`config.mk`:
```
export PLATFORM = sky130hd
export DESIGN_NAME = temp_sensor_config_register
export DESIGN_NICKNAME = d
export VERILOG_FILES = /design/src/design/pin_sync.v /design/src/design/conv_timer.v /design/src/design/temp_sensor_config_register.v
export VERILOG_INCLUDE_DIRS = /design/src /design/src/design
export SDC_FILE = /design/constraint.sdc
export NUM_CORES = 1
export LEC_CHECK = 0
export BUFFER_PORTS_ARGS = -buffer_cell sky130_fd_sc_hd__buf_2
export CORE_MARGIN = 3
export CORE_UTILIZATION = 39
export DETAILED_ROUTE_END_ITERATION = 10
export GPL_ROUTABILITY_DRIVEN = 0
export GPL_TIMING_DRIVEN = 0
export REMOVE_ABC_BUFFERS = 1
export SKIP_LAST_GASP = 1
export SYNTH_ARGS = -nofsm -noshare
export SYNTH_HDL_FRONTEND = slang
export SYNTH_HIERARCHICAL = 1
export SYNTH_SLANG_ARGS = --single-unit
```
`constraint.sdc`:
```
create_clock -name sys_clk_in -period 5.74 [get_ports sys_clk_in]
set_input_delay 0.861 -clock sys_clk_in [delete_from_list [all_inputs] [get_ports sys_clk_in]]
set_output_delay 0.861 -clock sys_clk_in [all_outputs]
set_load 0.03 [all_outputs]
```
`src/design/temp_config_defines.vh`:
```
// Functional notes
// Config register 16 bits, upper byte used
// Reset loads upper nonvolatile config byte
// Copy command stores config and limits; the code stores only the config byte, on nv_config_store_out
// One-shot in shutdown converts once, clears
// One-shot ignored outside shutdown, reads zero
// Bits 14:13 select 9 to 12 bits
// Conversion time 25/50/100/200 ms by resolution
// Bits 12:11 select 1/2/4/6 faults
// Bit 10 sets alert polarity
// Bit 9 selects comparator or interrupt
// Bit 8 enters shutdown
// Bits 7:1 read as zero
// Bit 0 reads nonvolatile busy
// Address then pointer 01h, both acknowledged
// Only first data byte is taken
// Partial byte before stop/start discarded
// Locked: write ignored but acknowledged
// Accepted update clears fault counter
// Bus writes only config bits 15:8
`ifndef TEMP_CONFIG_DEFINES_VH
`define TEMP_CONFIG_DEFINES_VH

// ****************************************
// Bus addressing
// ****************************************
`define DEV_ADDR_HI   4'h9
`define CFG_PTR       8'h01
`define BIT_LAST      3'h7

// ****************************************
// Upper byte field positions
// ****************************************
`define OS_POS        7
`define RES_HI        6
`define RES_LO        5
`define FT_HI         4
`define FT_LO         3
`define POL_POS       2
`define MODE_POS      1
`define SD_POS        0
`define RSVD_VAL      7'h00

// ****************************************
// Conversion timing
// ****************************************
`define SYS_CLK_KHZ   20000
`define CONV_9_MS     25
`define CONV_10_MS    50
`define CONV_11_MS    100
`define CONV_12_MS    200
`define CONV_CNT_W    22

// ****************************************
// Fault queue
// ****************************************
`define FAULT_CNT_W   3
`define FQ_1          3'h1
`define FQ_2          3'h2
`define FQ_4          3'h4
`define FQ_6          3'h6

`endif

```
`src/design/pin_sync.v`:
```
module pin_sync #(
	parameter WIDTH = 5
) (
	input  wire             sys_clk_in,
	input  wire             resetn_in,
	input  wire [WIDTH-1:0] async_in,
	output wire [WIDTH-1:0] sync_out
);
	reg [WIDTH-1:0] meta_q;
	reg [WIDTH-1:0] sync_q;

	// Idle bus level is high, so settle to ones
	always @(posedge sys_clk_in) begin
		if (!resetn_in) begin
			meta_q <= {WIDTH{1'b1}};
			sync_q <= {WIDTH{1'b1}};
		end else begin
			meta_q <= async_in;
			sync_q <= meta_q;
		end
	end

	assign sync_out = sync_q;
endmodule // pin_sync

```
`src/design/conv_timer.v`:
```
`include "temp_config_defines.vh"
module conv_timer #(
	parameter [`CONV_CNT_W-1:0] CYC_9  = 22'h1,
	parameter [`CONV_CNT_W-1:0] CYC_10 = 22'h1,
	parameter [`CONV_CNT_W-1:0] CYC_11 = 22'h1,
	parameter [`CONV_CNT_W-1:0] CYC_12 = 22'h1
) (
	input  wire       sys_clk_in,
	input  wire       resetn_in,
	input  wire       run_in,
	input  wire [1:0] res_in,
	output reg        busy_out,
	output reg        done_out
);
	reg [`CONV_CNT_W-1:0] cnt_q;

	function [`CONV_CNT_W-1:0] conv_cycles;
		input [1:0] res;
		begin
			case (res)
				2'h0:    conv_cycles = CYC_9;
				2'h1:    conv_cycles = CYC_10;
				2'h2:    conv_cycles = CYC_11;
				default: conv_cycles = CYC_12;
			endcase
		end
	endfunction

	// Resolution is taken at start; a change lands on the next conversion
	always @(posedge sys_clk_in) begin
		if (!resetn_in) begin
			cnt_q    <= {`CONV_CNT_W{1'b0}};
			busy_out <= 1'b0;
			done_out <= 1'b0;
		end else begin
			done_out <= 1'b0;
			if (busy_out) begin
				if (cnt_q == {`CONV_CNT_W{1'b0}}) begin
					busy_out <= 1'b0;
					done_out <= 1'b1;
				end else begin
					cnt_q <= cnt_q - 1'b1;
				end
			end else if (run_in && !done_out) begin
				busy_out <= 1'b1;
				cnt_q    <= conv_cycles(res_in) - 1'b1;
			end
		end
	end
endmodule // conv_timer

```
`src/design/temp_sensor_config_register.v`:
```
`include "temp_config_defines.vh"
module temp_sensor_config_register #(
	parameter [`CONV_CNT_W-1:0] CONV_9_CYC  = `CONV_9_MS  * `SYS_CLK_KHZ,
	parameter [`CONV_CNT_W-1:0] CONV_10_CYC = `CONV_10_MS * `SYS_CLK_KHZ,
	parameter [`CONV_CNT_W-1:0] CONV_11_CYC = `CONV_11_MS * `SYS_CLK_KHZ,
	parameter [`CONV_CNT_W-1:0] CONV_12_CYC = `CONV_12_MS * `SYS_CLK_KHZ
) (
	input  wire        sys_clk_in,
	input  wire        resetn_in,
	input  wire        scl_in,
	input  wire        sda_in,
	output reg         sda_out,
	output reg         sda_oe_out,
	input  wire [2:0]  address_select_pins_in,
	input  wire [7:0]  nv_config_in,
	input  wire        register_lock_bit_in,
	input  wire        permanent_lockdown_bit_in,
	input  wire        nonvol_busy_flag_in,
	input  wire        copy_cmd_in,
	input  wire        limit_fault_in,
	input  wire        alert_clear_in,
	output reg  [7:0]  nv_config_store_out,
	output reg         nv_copy_strobe_out,
	output reg  [15:0] config_read_out,
	output wire        conversion_active_out,
	output wire        temp_update_out,
	output reg         shutdown_out,
	output reg  [1:0]  resolution_sel_out,
	output reg         alert_out
);
	// ****************************************
	// Bus receiver states
	// ****************************************
	localparam [2:0] ST_IDLE     = 3'b000;
	localparam [2:0] ST_ADDR     = 3'b001;
	localparam [2:0] ST_ADDR_ACK = 3'b010;
	localparam [2:0] ST_PTR      = 3'b011;
	localparam [2:0] ST_PTR_ACK  = 3'b100;
	localparam [2:0] ST_DATA     = 3'b101;
	localparam [2:0] ST_DATA_ACK = 3'b110;
	localparam [2:0] ST_SKIP     = 3'b111;

	reg  [2:0]              state_q;
	reg  [2:0]              bit_cnt_q;
	reg  [6:0]              shift_q;
	reg                     ack_on_q;
	reg                     ptr_cfg_q;
	reg                     scl_p_q;
	reg                     sda_p_q;
	reg  [7:0]              cfg_q;
	reg                     boot_q;
	reg  [`FAULT_CNT_W-1:0] fault_cnt_q;
	reg                     alarm_p_q;
	reg                     int_latch_q;
	wire [4:0]              sync_w;
	wire                    scl_s;
	wire                    sda_s;
	wire [2:0]              addr_s;
	wire                    start_w;
	wire                    stop_w;
	wire                    scl_rise;
	wire                    scl_fall;
	wire [7:0]              byte_w;
	wire                    byte_done;
	wire                    data_done;
	wire                    accept_w;
	wire                    conv_done;
	wire                    conv_busy;
	wire                    alarm_w;
	wire                    alert_act;

	function [`FAULT_CNT_W-1:0] faults_needed;
		input [1:0] ft;
		begin
			case (ft)
				2'h0:    faults_needed = `FQ_1;
				2'h1:    faults_needed = `FQ_2;
				2'h2:    faults_needed = `FQ_4;
				default: faults_needed = `FQ_6;
			endcase
		end
	endfunction

	// ****************************************
	// Pin synchronisers and bus events
	// ****************************************
	pin_sync #(
		.WIDTH (5)
	) u_sync (
		.sys_clk_in (sys_clk_in),
		.resetn_in  (resetn_in),
		.async_in   ({address_select_pins_in, scl_in, sda_in}),
		.sync_out   (sync_w)
	);

	assign addr_s   = sync_w[4:2];
	assign scl_s    = sync_w[1];
	assign sda_s    = sync_w[0];
	assign start_w  = scl_p_q & scl_s & sda_p_q & ~sda_s;
	assign stop_w   = scl_p_q & scl_s & ~sda_p_q & sda_s;
	assign scl_rise = ~scl_p_q & scl_s;
	assign scl_fall = scl_p_q & ~scl_s;
	assign byte_w   = {shift_q, sda_s};
	assign byte_done = scl_rise && (bit_cnt_q == `BIT_LAST) && !start_w && !stop_w &&
		(state_q == ST_ADDR || state_q == ST_PTR || state_q == ST_DATA);
	assign data_done = byte_done && (state_q == ST_DATA);
	assign accept_w  = data_done && !register_lock_bit_in && !permanent_lockdown_bit_in;

	always @(posedge sys_clk_in) begin
		if (!resetn_in) begin
			scl_p_q <= 1'b1;
			sda_p_q <= 1'b1;
		end else begin
			scl_p_q <= scl_s;
			sda_p_q <= sda_s;
		end
	end

	// ****************************************
	// Write sequence receiver
	// ****************************************
	always @(posedge sys_clk_in) begin
		if (!resetn_in) begin
			state_q    <= ST_IDLE;
			bit_cnt_q  <= 3'h0;
			shift_q    <= 7'h00;
			ack_on_q   <= 1'b0;
			ptr_cfg_q  <= 1'b0;
			sda_out    <= 1'b0;
			sda_oe_out <= 1'b0;
		end else if (start_w) begin
			// Partial byte dropped on repeated start
			state_q    <= ST_ADDR;
			bit_cnt_q  <= 3'h0;
			ack_on_q   <= 1'b0;
			sda_oe_out <= 1'b0;
		end else if (stop_w) begin
			state_q    <= ST_IDLE;
			bit_cnt_q  <= 3'h0;
			ack_on_q   <= 1'b0;
			sda_oe_out <= 1'b0;
		end else begin
			case (state_q)
				ST_ADDR, ST_PTR, ST_DATA: begin
					if (scl_rise) begin
						shift_q   <= byte_w[6:0];
						bit_cnt_q <= bit_cnt_q + 1'b1;
					end
					if (byte_done) begin
						case (state_q)
							ST_ADDR: begin
								if (byte_w[7:4] == `DEV_ADDR_HI && byte_w[3:1] == addr_s && !byte_w[0]) begin
									state_q <= ST_ADDR_ACK;
								end else begin
									state_q <= ST_SKIP;
								end
							end
							ST_PTR: begin
								ptr_cfg_q <= (byte_w == `CFG_PTR);
								state_q   <= ST_PTR_ACK;
							end
							default: begin
								state_q <= ST_DATA_ACK;
							end
						endcase
					end
				end
				ST_ADDR_ACK, ST_PTR_ACK, ST_DATA_ACK: begin
					if (scl_fall) begin
						if (!ack_on_q) begin
							ack_on_q   <= 1'b1;
							sda_oe_out <= 1'b1;
						end else begin
							ack_on_q   <= 1'b0;
							sda_oe_out <= 1'b0;
							bit_cnt_q  <= 3'h0;
							case (state_q)
								ST_ADDR_ACK: state_q <= ST_PTR;
								ST_PTR_ACK:  state_q <= ptr_cfg_q ? ST_DATA : ST_SKIP;
								default:     state_q <= ST_SKIP;
							endcase
						end
					end
				end
				default: begin
					sda_oe_out <= 1'b0;
				end
			endcase
		end
	end

	// ****************************************
	// Configuration byte
	// ****************************************
	always @(posedge sys_clk_in) begin
		if (!resetn_in) begin
			// Nonvolatile byte has no one-shot, so that bit starts clear
			cfg_q  <= {1'b0, nv_config_in[6:0]};
			boot_q <= 1'b1;
		end else begin
			if (conv_done) begin
				boot_q <= 1'b0;
			end
			if (accept_w) begin
				// One-shot only sticks when the written byte asks for shutdown
				cfg_q <= {byte_w[`OS_POS] & byte_w[`SD_POS], byte_w[6:0]};
			end else if (conv_done && cfg_q[`OS_POS]) begin
				cfg_q[`OS_POS] <= 1'b0;
			end
		end
	end

	// ****************************************
	// Conversion timing
	// ****************************************
	// Power-up in shutdown still yields one valid reading
	conv_timer #(
		.CYC_9  (CONV_9_CYC),
		.CYC_10 (CONV_10_CYC),
		.CYC_11 (CONV_11_CYC),
		.CYC_12 (CONV_12_CYC)
	) u_conv (
		.sys_clk_in (sys_clk_in),
		.resetn_in  (resetn_in),
		.run_in     (!cfg_q[`SD_POS] || cfg_q[`OS_POS] || boot_q),
		.res_in     (cfg_q[`RES_HI:`RES_LO]),
		.busy_out   (conv_busy),
		.done_out   (conv_done)
	);

	assign conversion_active_out = conv_busy;
	assign temp_update_out       = conv_done;

	// ****************************************
	// Fault queue and alert pin
	// ****************************************
	assign alarm_w   = fault_cnt_q >= faults_needed(cfg_q[`FT_HI:`FT_LO]);
	assign alert_act = cfg_q[`MODE_POS] ? int_latch_q : alarm_w;

	always @(posedge sys_clk_in) begin
		if (!resetn_in) begin
			fault_cnt_q <= {`FAULT_CNT_W{1'b0}};
			alarm_p_q   <= 1'b0;
			int_latch_q <= 1'b0;
			alert_out   <= 1'b1;
		end else begin
			if (accept_w) begin
				fault_cnt_q <= {`FAULT_CNT_W{1'b0}};
			end else if (conv_done) begin
				if (!limit_fault_in) begin
					fault_cnt_q <= {`FAULT_CNT_W{1'b0}};
				end else if (fault_cnt_q != `FQ_6) begin
					fault_cnt_q <= fault_cnt_q + 1'b1;
				end
			end
			alarm_p_q <= alarm_w;
			// New alarm edge wins over a clear in the same cycle
			// Armed only in interrupt mode; a config write drops a stale request
			if (alarm_w && !alarm_p_q && cfg_q[`MODE_POS]) begin
				int_latch_q <= 1'b1;
			end else if (alert_clear_in || accept_w) begin
				int_latch_q <= 1'b0;
			end
			alert_out <= cfg_q[`POL_POS] ? alert_act : ~alert_act;
		end
	end

	// ****************************************
	// Readback and nonvolatile copy
	// ****************************************
	always @(posedge sys_clk_in) begin
		if (!resetn_in) begin
			config_read_out     <= 16'h0000;
			nv_config_store_out <= 8'h00;
			nv_copy_strobe_out  <= 1'b0;
			shutdown_out        <= 1'b0;
			resolution_sel_out  <= 2'h0;
		end else begin
			config_read_out    <= {1'b0, cfg_q[6:0], `RSVD_VAL, nonvol_busy_flag_in};
			shutdown_out       <= cfg_q[`SD_POS];
			resolution_sel_out <= cfg_q[`RES_HI:`RES_LO];
			// Copy is refused while the nonvolatile cells are busy
			nv_copy_strobe_out <= copy_cmd_in && !nonvol_busy_flag_in;
			if (copy_cmd_in && !nonvol_busy_flag_in) begin
				nv_config_store_out <= {1'b0, cfg_q[6:0]};
			end
		end
	end
endmodule // temp_sensor_config_register

```
# == Word-level counts from Yosys, hierarchy flattened ==
# Cells that the tools add are included.
# Widths: inputs -> output; s select.
# op_classes
eq_ne,25
n_addsub,4
bitwise,17
n_mux,39
reduce_logical,50
order_cmp,1
# op_table
op,n
$mux 22,6
$pmux 22 s3,1
$sub 22x1->22 const B,2
$mux 3,9
$pmux 3 s2,4
$logic_not 22->1,1
$reduce_and 4->1,4
$logic_and 1x1->1,14
$mux 1,14
$mux 7,2
$eq 3x3->1 const B,4
$ne 4x4->1 const B,3
$ne 2x2->1 const B,5
$reduce_and 2->1,5
$logic_not 1->1,9
$not 1->1,9
$pmux 3 s3,1
$reduce_or 3->1,3
$and 1x1->1,8
$eq 8x1->1 const B,1
$reduce_bool 2->1,4
$add 3x1->3 const B,2
$eq 3x2->1 const B,2
$logic_or 1x1->1,5
other kinds (14),18
# totals
register_bits,94
wordCells,163
in_bits,21

# == Logic depth before layout (Yosys ltp) ==
# Gate-level depths: netlist of run 1.
# depth
depth_word,13
mapped_depth,10
depth_no_buf,7

# == Hierarchy ==
# Netlist of run 1, hierarchy kept.
# by_module_without_submodules
module,seq_area_each_um2,n_inst,cells_each,area_each_um2
temp_sensor_config_register,1051.0,1,224,2247.2
conv_timer,480.5,1,225,1712.9
pin_sync,200.2,1,20,262.8

# == Worst setup path after synthesis of run 1 ==
# OpenSTA, ideal clock, no wires.
# synth_path
path_kind,reg-to-reg
start,register u_conv.busy_out
end,register u_conv.cnt_q[18]
path_slack_ns,3.124
path_stages_with_launch,11
path_buffers,4
t_arrival_ns,2.498
required_ns,5.623
period_less_slack_ns,2.616
path_cell_list,dfxtp_1 buf_1 clkbuf_1 clkbuf_1 nand2_1 ha_1 clkbuf_1 nand3_1 nor3_1 a21o_1 a32o_1
# synth_via
elab_chain_len,2
# synth_rtl
item,line_no,text
from (decl),conv_timer.v:12,"output reg busy_out,"
from (signal assigned),conv_timer.v:33,busy_out <= 1'b0;
from (signal assigned),conv_timer.v:39,busy_out <= 1'b0;
from (signal assigned),conv_timer.v:45,busy_out <= 1'b1;
$ne 2x2->1 (no source line) or $reduce_bool 2->1 (tied branches),-,
$reduce_and 2->1 (no source line),-,
to (signal assigned),conv_timer.v:32,cnt_q <= {`CONV_CNT_W{1'b0}};
to (signal assigned),conv_timer.v:42,cnt_q <= cnt_q - 1'b1;
to (signal assigned),conv_timer.v:46,cnt_q <= conv_cycles(res_in) - 1'b1;
to (decl),conv_timer.v:15,reg [`CONV_CNT_W-1:0] cnt_q;
# Parallel ways exist; a longest one is shown, timed or not.
# A chain may end at the register's enable or synchronous reset.

# == Worst setup path in the final report of run 1 ==
# layout_path
start,register u_conv.busy_out
end,register u_conv.cnt_q[15]
# Same word-level chain as after synthesis.

==> Implementation_results.wiki, run 1 <==
{| class="wikitable"
! Metric !! Value
|-
| Post-synth EDFFs || 7
|-
| Flop2flop setup slack || 2.75 ns
|-
| Most used flip-flop cell after synthesis || dfxtp_1
|-
| Share of async-settable or async-resettable flops after synthesis || 0%
|-
| Total Power Consumption || 1.27 mW
|-
| Final layout net count || 529
|-
| Post-route minimum period || 2.99 ns
|-
| Total of hold buffers inserted after clock tree synthesis || 0
|-
| Hold depth || 1
|-
| Placed standard-cell area || 4430 um2
|-
| Sequence of cells on the critical path || or4b_1 -> or4_4 -> o21ai_2 -> nor3_1 -> a211o_1
|-
| Static Leak || 1.82 nW
|-
| Number of synthesis warnings || 6
|-
| Clock tree buffer depth || 2
|-
| Critical Path Start Type || flop
|-
| Number of synthesized register bits || 83
|-
| Vias per std cell || 5.35
|-
| Seq/Total Area, Yosys || 41.0%
|-
| Pwr per Cell Area || 273 nW/um2
|-
| Worst-Skew Late Latency || 0.36 ns
|-
| DP HPWL || 6.36 mm
|-
| ANT cells || 0
|-
| Share of layout cells above drive strength 1 || 15.2%
|-
| Worst hold endpoint || u_sync/sync_out[2]$_SDFF_PN1_
|-
| Hold_sp || u_sync/meta_q[2]$_SDFF_PN1_
|-
| Initial antenna violation count || 0
|-
| Multi-input gate area || 2250 um2
|-
| Final number of max-transition violations || 0
|-
| Endpoint arrival time on the critical path || 3.26 ns
|-
| Gate Count Post-Synth || 469
|-
| Area of the mapped netlist || 4220 um2
|-
| Critical path type || reg -> reg
|-
| Worst Reg2Reg Path Length in Cells || 5
|-
| Tightest Pin Transition || 1.01 ns
|-
| Status || complete, no violations
|-
| Wire per inst || 14.8 um
|-
| Global-route wire length before repair || 15.5 mm
|-
| Max-capacitance violation count || 0
|-
| Maximum number of pins on one net before global-route repair || 62
|-
| Final total negative setup slack || 0 ns
|-
| DRC marker count from the first detailed-route iteration || 240
|-
| Vias in the first global route || 3,140
|-
| Antenna-violating nets left || 0
|-
| Fmax || 334 MHz
|-
| Post-Syn Area per Cell || 9.00 um2
|-
| Post-cts gate resize count || 0
|-
| Horizontal die dimension || 110 um
|-
| Residual DRC count || 0
|-
| Die Y-Extent || 110 um
|-
| Crit end category || flop
|-
| Area overhead of the layout relative to synthesis || 9.63%
|-
| Rel. slew slack || 32.3%
|-
| Clock-pin slew reported for the worst setup and hold paths after clock tree synthesis || 0.09 ns
|-
| Detailed-route via count || 3,405
|-
| CP required || 6.00 ns
|-
| Placed Instances || 620
|-
| Number of H-tree levels || 3
|-
| Slowest stage cell on the critical path || dfxtp_2
|-
| Fill cell total of the finished layout || 1,062
|-
| Unique masters post-synth || 70
|-
| Final cycle utilization of the critical path || 52.2%
|-
| Total clock buffers created by CTS || 9
|-
| Final number of setup-violating endpoints || 0
|-
| Class of the worst hold path || reg -> reg
|-
| Sinks on Clock Net || 83
|-
| Finished Layout Cells || 636
|-
| Slowest cell delay on critical path || 0.82 ns
|-
| Unrepaired setup endpoints after global routing || no
|-
| Worst reg2reg path endpoint || u_conv/cnt_q[15]$_SDFFE_PN0P_
|-
| Final Hold Violating Endpoints || 0
|-
| Total routing resource utilization after global routing || 16.1%
|-
| Top Ports || 54
|-
| Floorplan die area || 12,100 um2
|-
| Worst R2R Start || u_conv/busy_out$_SDFF_PN0_
|-
| Total area of sequential cells || 1730 um2
|-
| Cell chosen for the clock root || clkbuf_8
|-
| Effective utilization at floorplan || 40.5%
|-
| Core Box Area || 10,400 um2
|-
| Leftover overflow at the end of global routing || 0
|-
| Post-CTS setup buffer count || 0
|-
| Final setup skew || 0.0124 ns
|-
| Site Rows || 37
|-
| Max VDD drop || 170 uV
|-
| Critical path fanouts, max || 42
|-
| Wirelength, routed || 9.38 mm
|-
| Cell area after layout || 4630 um2
|-
| Most frequent standard cell in the layout excluding fill and tap cells || dfxtp_1
|-
| Detailed Routing Iterations Pass 1 || 4
|-
| TritonCTS clock tree || done
|-
| Port buffer count || 42
|-
| Leading cell types in the layout, fill and taps excluded || dfxtp_1, buf_2, nand2_1
|}
layout make-up:
| type | count | share of cell area [%] |
|---|---|---|
| Multi-Input combinational cell | 341 | 48.7 |
| Sequential cell | 83 | 37.4 |
| Timing Repair Buffer | 42 | 4.54 |
| Tap cell | 136 | 3.68 |
| Clock buffer | 11 | 2.84 |
| Inverter | 18 | 1.46 |
| Clock inverter | 5 | 1.35 |
synth_stat cells, types with 4 or more instances:
cell	instances	share of area (%)
a31oi_1	5	0.74
nor3_1	18	2.1
nor4b_1	5	1.0
a211oi_1	4	0.71
clkbuf_1	15	1.3
nand2b_1	17	2.5
a21oi_1	29	3.4
and2_1	10	1.5
buf_4	13	2.3
ha_1	13	3.9
dfxtp_1	76	36
nor2b_1	18	2.7
nand2_1	34	3.0
nand3_1	17	2.0
mux2_2	8	2.1
edfxtp_1	7	5.0
o21a_1	5	0.89
o31a_1	4	0.83
xnor2_1	8	1.7
inv_1	16	1.4
mux2i_1	22	5.2
nor2_1	24	2.1
nor4_1	6	0.89
o21ai_0	21	2.5
o211ai_1	5	0.89
where the power goes:
part           leakage, nW  total, mW  switching (mW)  internal, mW
clock               0.0901      0.427           0.223         0.204
sequential           0.695      0.649          0.0350         0.614
combinational         1.03      0.189           0.114        0.0748
total                 1.82       1.27           0.372         0.893
registers in the layout (all words and copies together), names as in the netlist, 3 cells and up:
register	flops
u_conv/cnt_q	22
cfg_q	8
config_read_out	8
nv_config_store_out	7
shift_q	7
u_sync/meta_q	5
u_sync/sync_out	5
bit_cnt_q	3
fault_cnt_q	3
state_q	3
cells by family after synthesis:
family / Yosys count / share of synthesized area [%]
other: 1 / 0.0888
and+or+nand+nor: 174 / 23.2
AOI/OAI and AO/OA: 105 / 16.2
DFF: 83 / 41.0
buffers and inverters: 54 / 6.40
adders and majority gates: 13 / 3.85
muxes: 30 / 7.35
xor gates and xnor gates: 9 / 1.87
critical path: cells and delay by family (launching register included):
| kind | cells | cell delay (ns) |
|---|---|---|
| simple gates | 3 | 1.13 |
| compound gates | 2 | 0.94 |
| flops | 1 | 0.82 |
how the worst max path moves through the flow:
stage / start / to
floorplan: u_conv/busy_out$_SDFF_PN0_ / u_conv/cnt_q[21]$_SDFFE_PN0P_
CTS: u_conv/busy_out$_SDFF_PN0_ / u_conv/cnt_q[16]$_SDFFE_PN0P_
detailed placement: u_conv/busy_out$_SDFF_PN0_ / u_conv/cnt_q[7]$_SDFFE_PN0P_
global route: u_conv/busy_out$_SDFF_PN0_ / u_conv/cnt_q[19]$_SDFFE_PN0P_
finish: u_conv/busy_out$_SDFF_PN0_ / u_conv/cnt_q[15]$_SDFFE_PN0P_
global placement: u_conv/busy_out$_SDFF_PN0_ / u_conv/cnt_q[19]$_SDFFE_PN0P_
routing by layer:
| layer | routed length, um | up-vias | GRT usage [%] |
|---|---|---|---|
| met5 | 0 | - | 0 |
| met4 | 83 | 0 | 4.90 |
| met3 | 447 | 6 | 4.31 |
| met2 | 4450 | 73 | 25.6 |
| met1 | 4400 | 1605 | 21.5 |
| li1 | - | 1721 | - |
metrics by stage:
step	worst slack (ns)	hold WS [ns]	utilization (%)
final	2.75	0.411	44.4
after global routing	2.46	0.427	44.4
after CTS	2.13	0.415	44.4
after detailed placement	2.13	0.394	42.6
after global placement	2.16	0.389	42.6
after floorplan	2.78	0.386	-
Note: power is estimated with default switching activity, not from simulation.
==> run 2, diff against run 1 <==
==> constraint.sdc (replaced) <==
create_clock -name sys_clk_in -period 2.8 [get_ports sys_clk_in]
set_input_delay 0.42 -clock sys_clk_in [delete_from_list [all_inputs] [get_ports sys_clk_in]]
set_output_delay 0.42 -clock sys_clk_in [all_outputs]
set_load 0.03 [all_outputs]
==> run 2 against run 1 <==
  * Sequential share of layout area fell by 0.18 points
  * Critical path depth unchanged
  * Design area increased by 0.62%
  * Register-to-register slack got worse by 2.6 ns
  * Fmax increased by 14%
  * Worst setup slack worse by 2.6 ns
  * Global-route usage about the same
  * Non-clock buffer count unchanged
  * Clock power rose by 100%
  * Clock-buffer cell count unchanged
  * Largest power group unchanged
  * Hold slack worse by 0.18 ns
==> Implementation_results.wiki, run 2 (synthesis results as in run 1) <==
{| class="wikitable"
! Metric !! Value
|-
| Kind of cell adding the most delay to the critical path || simple AND/OR/NAND/NOR gates
|-
| Clock tree buffer depth || 2
|-
| Largest registers in the final layout || u_conv/cnt_q: 22 flops, cfg_q: 8 flops, config_read_out: 8 flops
|-
| Part of the power in combinational logic || 15.2%
|-
| Final Hold Violating Endpoints || 0
|-
| Worst R2R Start || u_conv/busy_out$_SDFF_PN0_
|-
| Floorplan die area || 12,100 um2
|-
| Vias in the first global route || 3,133
|-
| Switching portion of total power || 29.4%
|-
| Worst Reg2Reg Path Length in Cells || 5
|-
| Placed standard-cell area || 4430 um2
|-
| Cell chosen for the clock root || clkbuf_8
|-
| Rel. slew slack || 32.6%
|-
| Endpoint arrival time on the critical path || 2.88 ns
|-
| Number of H-tree levels || 3
|-
| Hold_sp || scl_in
|-
| Seq pwr share || 51.3%
|-
| Final setup skew || 0.0127 ns
|-
| Port buffer count || 42
|-
| Status || complete, no violations
|-
| Effective utilization at floorplan || 40.5%
|-
| Vias per std cell || 5.40
|-
| Total clock buffers created by CTS || 9
|-
| Site Rows || 37
|-
| Worst hold endpoint || u_sync/meta_q[1]$_SDFF_PN1_
|-
| Number of flip-flops in the largest register || 22
|-
| Cell area after layout || 4660 um2
|-
| Top Ports || 54
|-
| Total routing resource utilization after global routing || 16.1%
|-
| Leading cell types in the layout, fill and taps excluded || dfxtp_1, buf_2, nand2_1
|-
| DRC marker count from the first detailed-route iteration || 203
|-
| Worst path buffer plus inverter count || 0
|-
| Final number of max-transition violations || 0
|-
| Tightest Pin Transition || 1.01 ns
|-
| Sequence of cells on the critical path || or4b_1 -> or4_4 -> o21ai_4 -> nor3_1 -> a211o_1
|-
| Share of layout cells above drive strength 1 || 16.0%
|-
| Global-route wire length before repair || 15.5 mm
|-
| CP required || 3.06 ns
|-
| Hold depth || 2
|-
| Horizontal die dimension || 110 um
|-
| Register with the most flip-flops || u_conv/cnt_q
|-
| Critical Path Start Type || flop
|-
| Worst slack at placement || -0.806 ns
|-
| Critical path fanouts, max || 42
|-
| DP HPWL || 6.36 mm
|-
| Final layout net count || 529
|-
| Flop2flop setup slack || 0.18 ns
|-
| Maximum number of pins on one net before global-route repair || 62
|-
| Area overhead of the layout relative to synthesis || 10.3%
|-
| Unrepaired setup endpoints after global routing || no
|-
| Initial antenna violation count || 0
|-
| Detailed-route via count || 3,437
|-
| Worst setup path startpoint || u_conv/busy_out$_SDFF_PN0_
|-
| Sinks on Clock Net || 83
|-
| Cell internal pwr || 1.83 mW
|-
| ANT cells || 0
|-
| Die Y-Extent || 110 um
|-
| Antenna-violating nets left || 0
|-
| Net Switching || 762 uW
|-
| Most frequent standard cell in the layout excluding fill and tap cells || dfxtp_1
|-
| Setup slack after layout || 0.181 ns
|-
| Critical path type || reg -> reg
|-
| Clock-pin slew reported for the worst setup and hold paths after clock tree synthesis || 0.09 ns
|-
| Pwr per Cell Area || 557 nW/um2
|-
| Leftover overflow at the end of global routing || 0
|-
| Fmax || 382 MHz
|-
| Max VDD drop || 349 uV
|-
| Share of the core filled with cells in the final layout || 44.7%
|-
| Class of the worst hold path || in -> reg
|-
| Worst-Skew Late Latency || 0.36 ns
|-
| Slowest cell delay on critical path || 0.63 ns
|-
| Crit end category || flop
|-
| TritonCTS clock tree || done
|-
| Detailed Routing Iterations Pass 1 || 5
|-
| Clk network pwr share || 33.5%
|-
| Static Leak || 1.82 nW
|-
| Max-capacitance violation count || 0
|-
| Core Box Area || 10,400 um2
|-
| Residual DRC count || 0
|-
| Slowest stage cell on the critical path || dfxtp_4
|-
| Post-route minimum period || 2.62 ns
|-
| Final number of setup-violating endpoints || 0
|-
| Wirelength, routed || 9.49 mm
|-
| Final cycle utilization of the critical path || 93.6%
|-
| Worst reg2reg path endpoint || u_conv/cnt_q[15]$_SDFFE_PN0P_
|-
| Wire per inst || 14.9 um
|}
[run 2: final cells by class]
cell class / instances / area [um2]
Sequential cell: 83 / 1740
Clock buffer: 11 / 131
Fill cell: 1059 / 5760
Inverter: 18 / 67.6
Tap cell: 136 / 170
Timing Repair Buffer: 42 / 210
Multi-Input combinational cell: 341 / 2280
Clock inverter: 5 / 62.6
[run 2: power by group through the flow]
stage               Combinational [mW]  Sequential [mW]  Clock, mW
finish                           0.394             1.33      0.868
CTS                              0.387             1.33      0.895
global placement                 0.377             1.35          0
detailed placement               0.385             1.36          0
floorplan                        0.258             1.37          0
global route                     0.438             1.34      0.939
[run 2: timing repair]
item,CTS,global route
endpoints found under the setup margin,23,22
resized for setup,3,4
hold buffers,0,0
setup buffers,0,0
[run 2: worst max path at each step]
| stage | cells past startpoint | end | slack, ns |
|---|---|---|---|
| 4_1_cts | 5 | u_conv/cnt_q[21]$_SDFFE_PN0P_ | 0.0005 |
| 3_5_place_dp | 5 | u_conv/cnt_q[7]$_SDFFE_PN0P_ | -0.81 |
| 2_1_floorplan | 5 | u_conv/cnt_q[21]$_SDFFE_PN0P_ | -0.16 |
| 3_3_place_gp | 5 | u_conv/cnt_q[19]$_SDFFE_PN0P_ | -0.78 |
| 5_1_grt | 7 | u_conv/cnt_q[21]$_SDFFE_PN0P_ | 0.05 |
| 6_report | 5 | u_conv/cnt_q[15]$_SDFFE_PN0P_ | 0.18 |
[run 2: routing by layer]
metal  routed length (um)  GRT usage (%)
met3                  398           4.14
met4                  106           4.90
met5                    0              0
met1                 4490           21.5
met2                 4490           25.7
[run 2: metrics by stage]
stage	power (mW)	hold slack [ns]	instances	setup TNS, ns
after global placement	1.73	0.389	620	-13.46
final	2.59	0.235	636	0
after CTS	2.61	0.219	636	0
after global routing	2.72	0.239	636	0
after detailed placement	1.74	0.394	620	-14.29
after floorplan	1.63	0.386	442	-1.13
==> run 3, diff against run 2 <==
==> constraint.sdc (replaced) <==
create_clock -name sys_clk_in -period 2.8 [get_ports sys_clk_in]
set_input_delay 0.14 -clock sys_clk_in [delete_from_list [all_inputs] [get_ports sys_clk_in]]
set_output_delay 0.14 -clock sys_clk_in [all_outputs]
set_load 0.03 [all_outputs]
==> run 3 against run 2 <==
  * First-iteration DRC count increased by 6.9%
  * Combinational power increased by 2%
  * Via count increased by 0.12%
  * Global-route usage increased by 0.074 points
  * Fmax increased by 0.24%
  * Clock skew about the same
  * Critical path type unchanged
==> Implementation_results.wiki, run 3 (synthesis results as in run 1) <==
{| class="wikitable"
! Metric !! Value
|-
| Residual DRC count || 0
|-
| Number of flip-flops in the largest register || 22
|-
| Post-route minimum period || 2.61 ns
|-
| Final number of setup-violating endpoints || 0
|-
| Vias in the first global route || 3,160
|-
| Status || complete, no violations
|-
| Worst setup path startpoint || u_conv/busy_out$_SDFF_PN0_
|-
| Wire per inst || 14.8 um
|-
| Worst R2R Start || u_conv/busy_out$_SDFF_PN0_
|-
| TritonCTS clock tree || done
|-
| Final layout net count || 535
|-
| Register with the most flip-flops || u_conv/cnt_q
|-
| Area overhead of the layout relative to synthesis || 11.7%
|-
| Most frequent standard cell in the layout excluding fill and tap cells || dfxtp_1
|-
| Floorplan die area || 12,100 um2
|-
| Largest registers in the final layout || u_conv/cnt_q: 22 flops, cfg_q: 8 flops, config_read_out: 8 flops
|-
| Hold_sp || alert_clear_in
|-
| ANT cells || 0
|-
| Number of H-tree levels || 3
|-
| Final number of max-transition violations || 0
|-
| Class of the worst hold path || in -> reg
|-
| Cell chosen for the clock root || clkbuf_8
|-
| Global-route wire length before repair || 15.6 mm
|-
| Final cycle utilization of the critical path || 93.3%
|-
| Worst reg2reg path endpoint || u_conv/cnt_q[15]$_SDFFE_PN0P_
|-
| Leading cell types in the layout, fill and taps excluded || dfxtp_1, buf_2, nand2_1
|-
| Share of layout cells above drive strength 1 || 15.8%
|-
| Placed Instances || 620
|-
| Sinks on Clock Net || 83
|-
| Effective utilization at floorplan || 40.5%
|-
| Core Box Area || 10,400 um2
|-
| Clock tree buffer depth || 2
|-
| Detailed Routing Iterations Pass 1 || 4
|-
| Unrepaired setup endpoints after global routing || no
|-
| DP HPWL || 6.36 mm
|-
| Initial antenna violation count || 0
|-
| Die Y-Extent || 110 um
|-
| Final setup skew || 0.0130 ns
|-
| Slowest cell delay on critical path || 0.63 ns
|-
| Site Rows || 37
|-
| CP required || 3.06 ns
|-
| Final Hold Violating Endpoints || 0
|-
| Wirelength, routed || 9.50 mm
|-
| Hold depth || 3
|-
| Total clock buffers created by CTS || 9
|-
| Critical Path Start Type || flop
|-
| Flop2flop setup slack || 0.19 ns
|-
| Antenna-violating nets left || 0
|-
| Placed standard-cell area || 4430 um2
|-
| Static Leak || 1.85 nW
|-
| Maximum number of pins on one net before global-route repair || 62
|-
| Worst hold endpoint || int_latch_q$_SDFFE_PN0P_
|-
| Detailed-route via count || 3,441
|-
| Cell area after layout || 4720 um2
|-
| Leftover overflow at the end of global routing || 0
|-
| Pwr per Cell Area || 551 nW/um2
|-
| Worst slack at placement || -0.806 ns
|-
| Worst-Skew Late Latency || 0.36 ns
|-
| Top Ports || 54
|-
| Post-CTS setup buffer count || 0
|-
| Critical path type || reg -> reg
|-
| Port buffer count || 42
|-
| Finished Layout Cells || 642
|-
| Horizontal die dimension || 110 um
|-
| Vias per std cell || 5.36
|-
| DRC marker count from the first detailed-route iteration || 217
|-
| Clock-pin slew reported for the worst setup and hold paths after clock tree synthesis || 0.09 ns
|-
| Tightest Pin Transition || 1.01 ns
|-
| Max-capacitance violation count || 0
|-
| Crit end category || flop
|-
| Endpoint arrival time on the critical path || 2.87 ns
|-
| Slowest stage cell on the critical path || dfxtp_4
|-
| Max VDD drop || 349 uV
|-
| Worst Reg2Reg Path Length in Cells || 5
|-
| Total routing resource utilization after global routing || 16.2%
|-
| Critical path fanouts, max || 42
|-
| Setup slack after layout || 0.187 ns
|-
| Fmax || 383 MHz
|-
| Sequence of cells on the critical path || or4b_1 -> or4_4 -> o21ai_4 -> nor3_1 -> a211o_1
|-
| Rel. slew slack || 32.6%
|}
-- run 3: changes by cell type in the layout (fill, tap and decap cells not counted), sizes merged --
cell,previous run,this run
dlygate4sd3,0,6
-- run 3: power breakdown --
| part | switching [mW] | total [mW] | internal [mW] |
|---|---|---|---|
| registers | 0.0728 | 1.33 | 1.26 |
| clock network | 0.450 | 0.868 | 0.418 |
| logic | 0.239 | 0.400 | 0.161 |
| total | 0.762 | 2.60 | 1.84 |
-- run 3: metrics by stage --
stage	hold WS (ns)	setup TNS [ns]	total power [mW]	utilization, %
floorplan	0.202	-1.13	1.63	-
finish	0.0610	0	2.60	45.3
detailed placement	0.323	-14.29	1.74	42.6
global route	0.0715	0	2.73	45.3
global placement	0.323	-13.46	1.73	42.6
CTS	0.0451	0	2.62	45.1
-- run 3: worst max-delay path, delay by kind of cell (launching register included) --
family             cells  cell delay [ns]
and+or+nand+nor        3             1.11
DFF                    1             0.63
AOI/OAI and AO/OA      2             0.76
-- run 3: cell type report --
class / count / area [um2]
clock buffer: 11 / 131
timing repair buffer: 48 / 270
sequential: 83 / 1740
tap: 136 / 170
clock inverter: 5 / 62.6
inverter: 18 / 67.6
fill: 1053 / 5700
multi-input combinational: 341 / 2280
-- run 3: worst max path at each step --
stage,endpoint,slack (ns),depth (start not counted)
6_report,u_conv/cnt_q[15]$_SDFFE_PN0P_,0.19,5
3_5_place_dp,u_conv/cnt_q[7]$_SDFFE_PN0P_,-0.81,5
2_1_floorplan,u_conv/cnt_q[21]$_SDFFE_PN0P_,-0.16,5
5_1_grt,u_conv/cnt_q[21]$_SDFFE_PN0P_,0.05,7
3_3_place_gp,u_conv/cnt_q[19]$_SDFFE_PN0P_,-0.78,5
4_1_cts,u_conv/cnt_q[21]$_SDFFE_PN0P_,0.0005,5
-- run 3: repair_timing --
action                                  4_1_cts  5_1_grt
hold endpoints to repair                      6        0
gates resized for setup                       3        4
pin swaps                                     0        0
endpoints found under the setup margin       23       22
hold buffers                                  6        0
-- run 3: metal layers --
metal	GRT usage, %	routed length, um	vias up
li1	-	-	1736
met1	21.5	4460	1617
met2	25.9	4480	76
met3	4.14	420	12
met4	4.90	135	0
met5	0	0	-
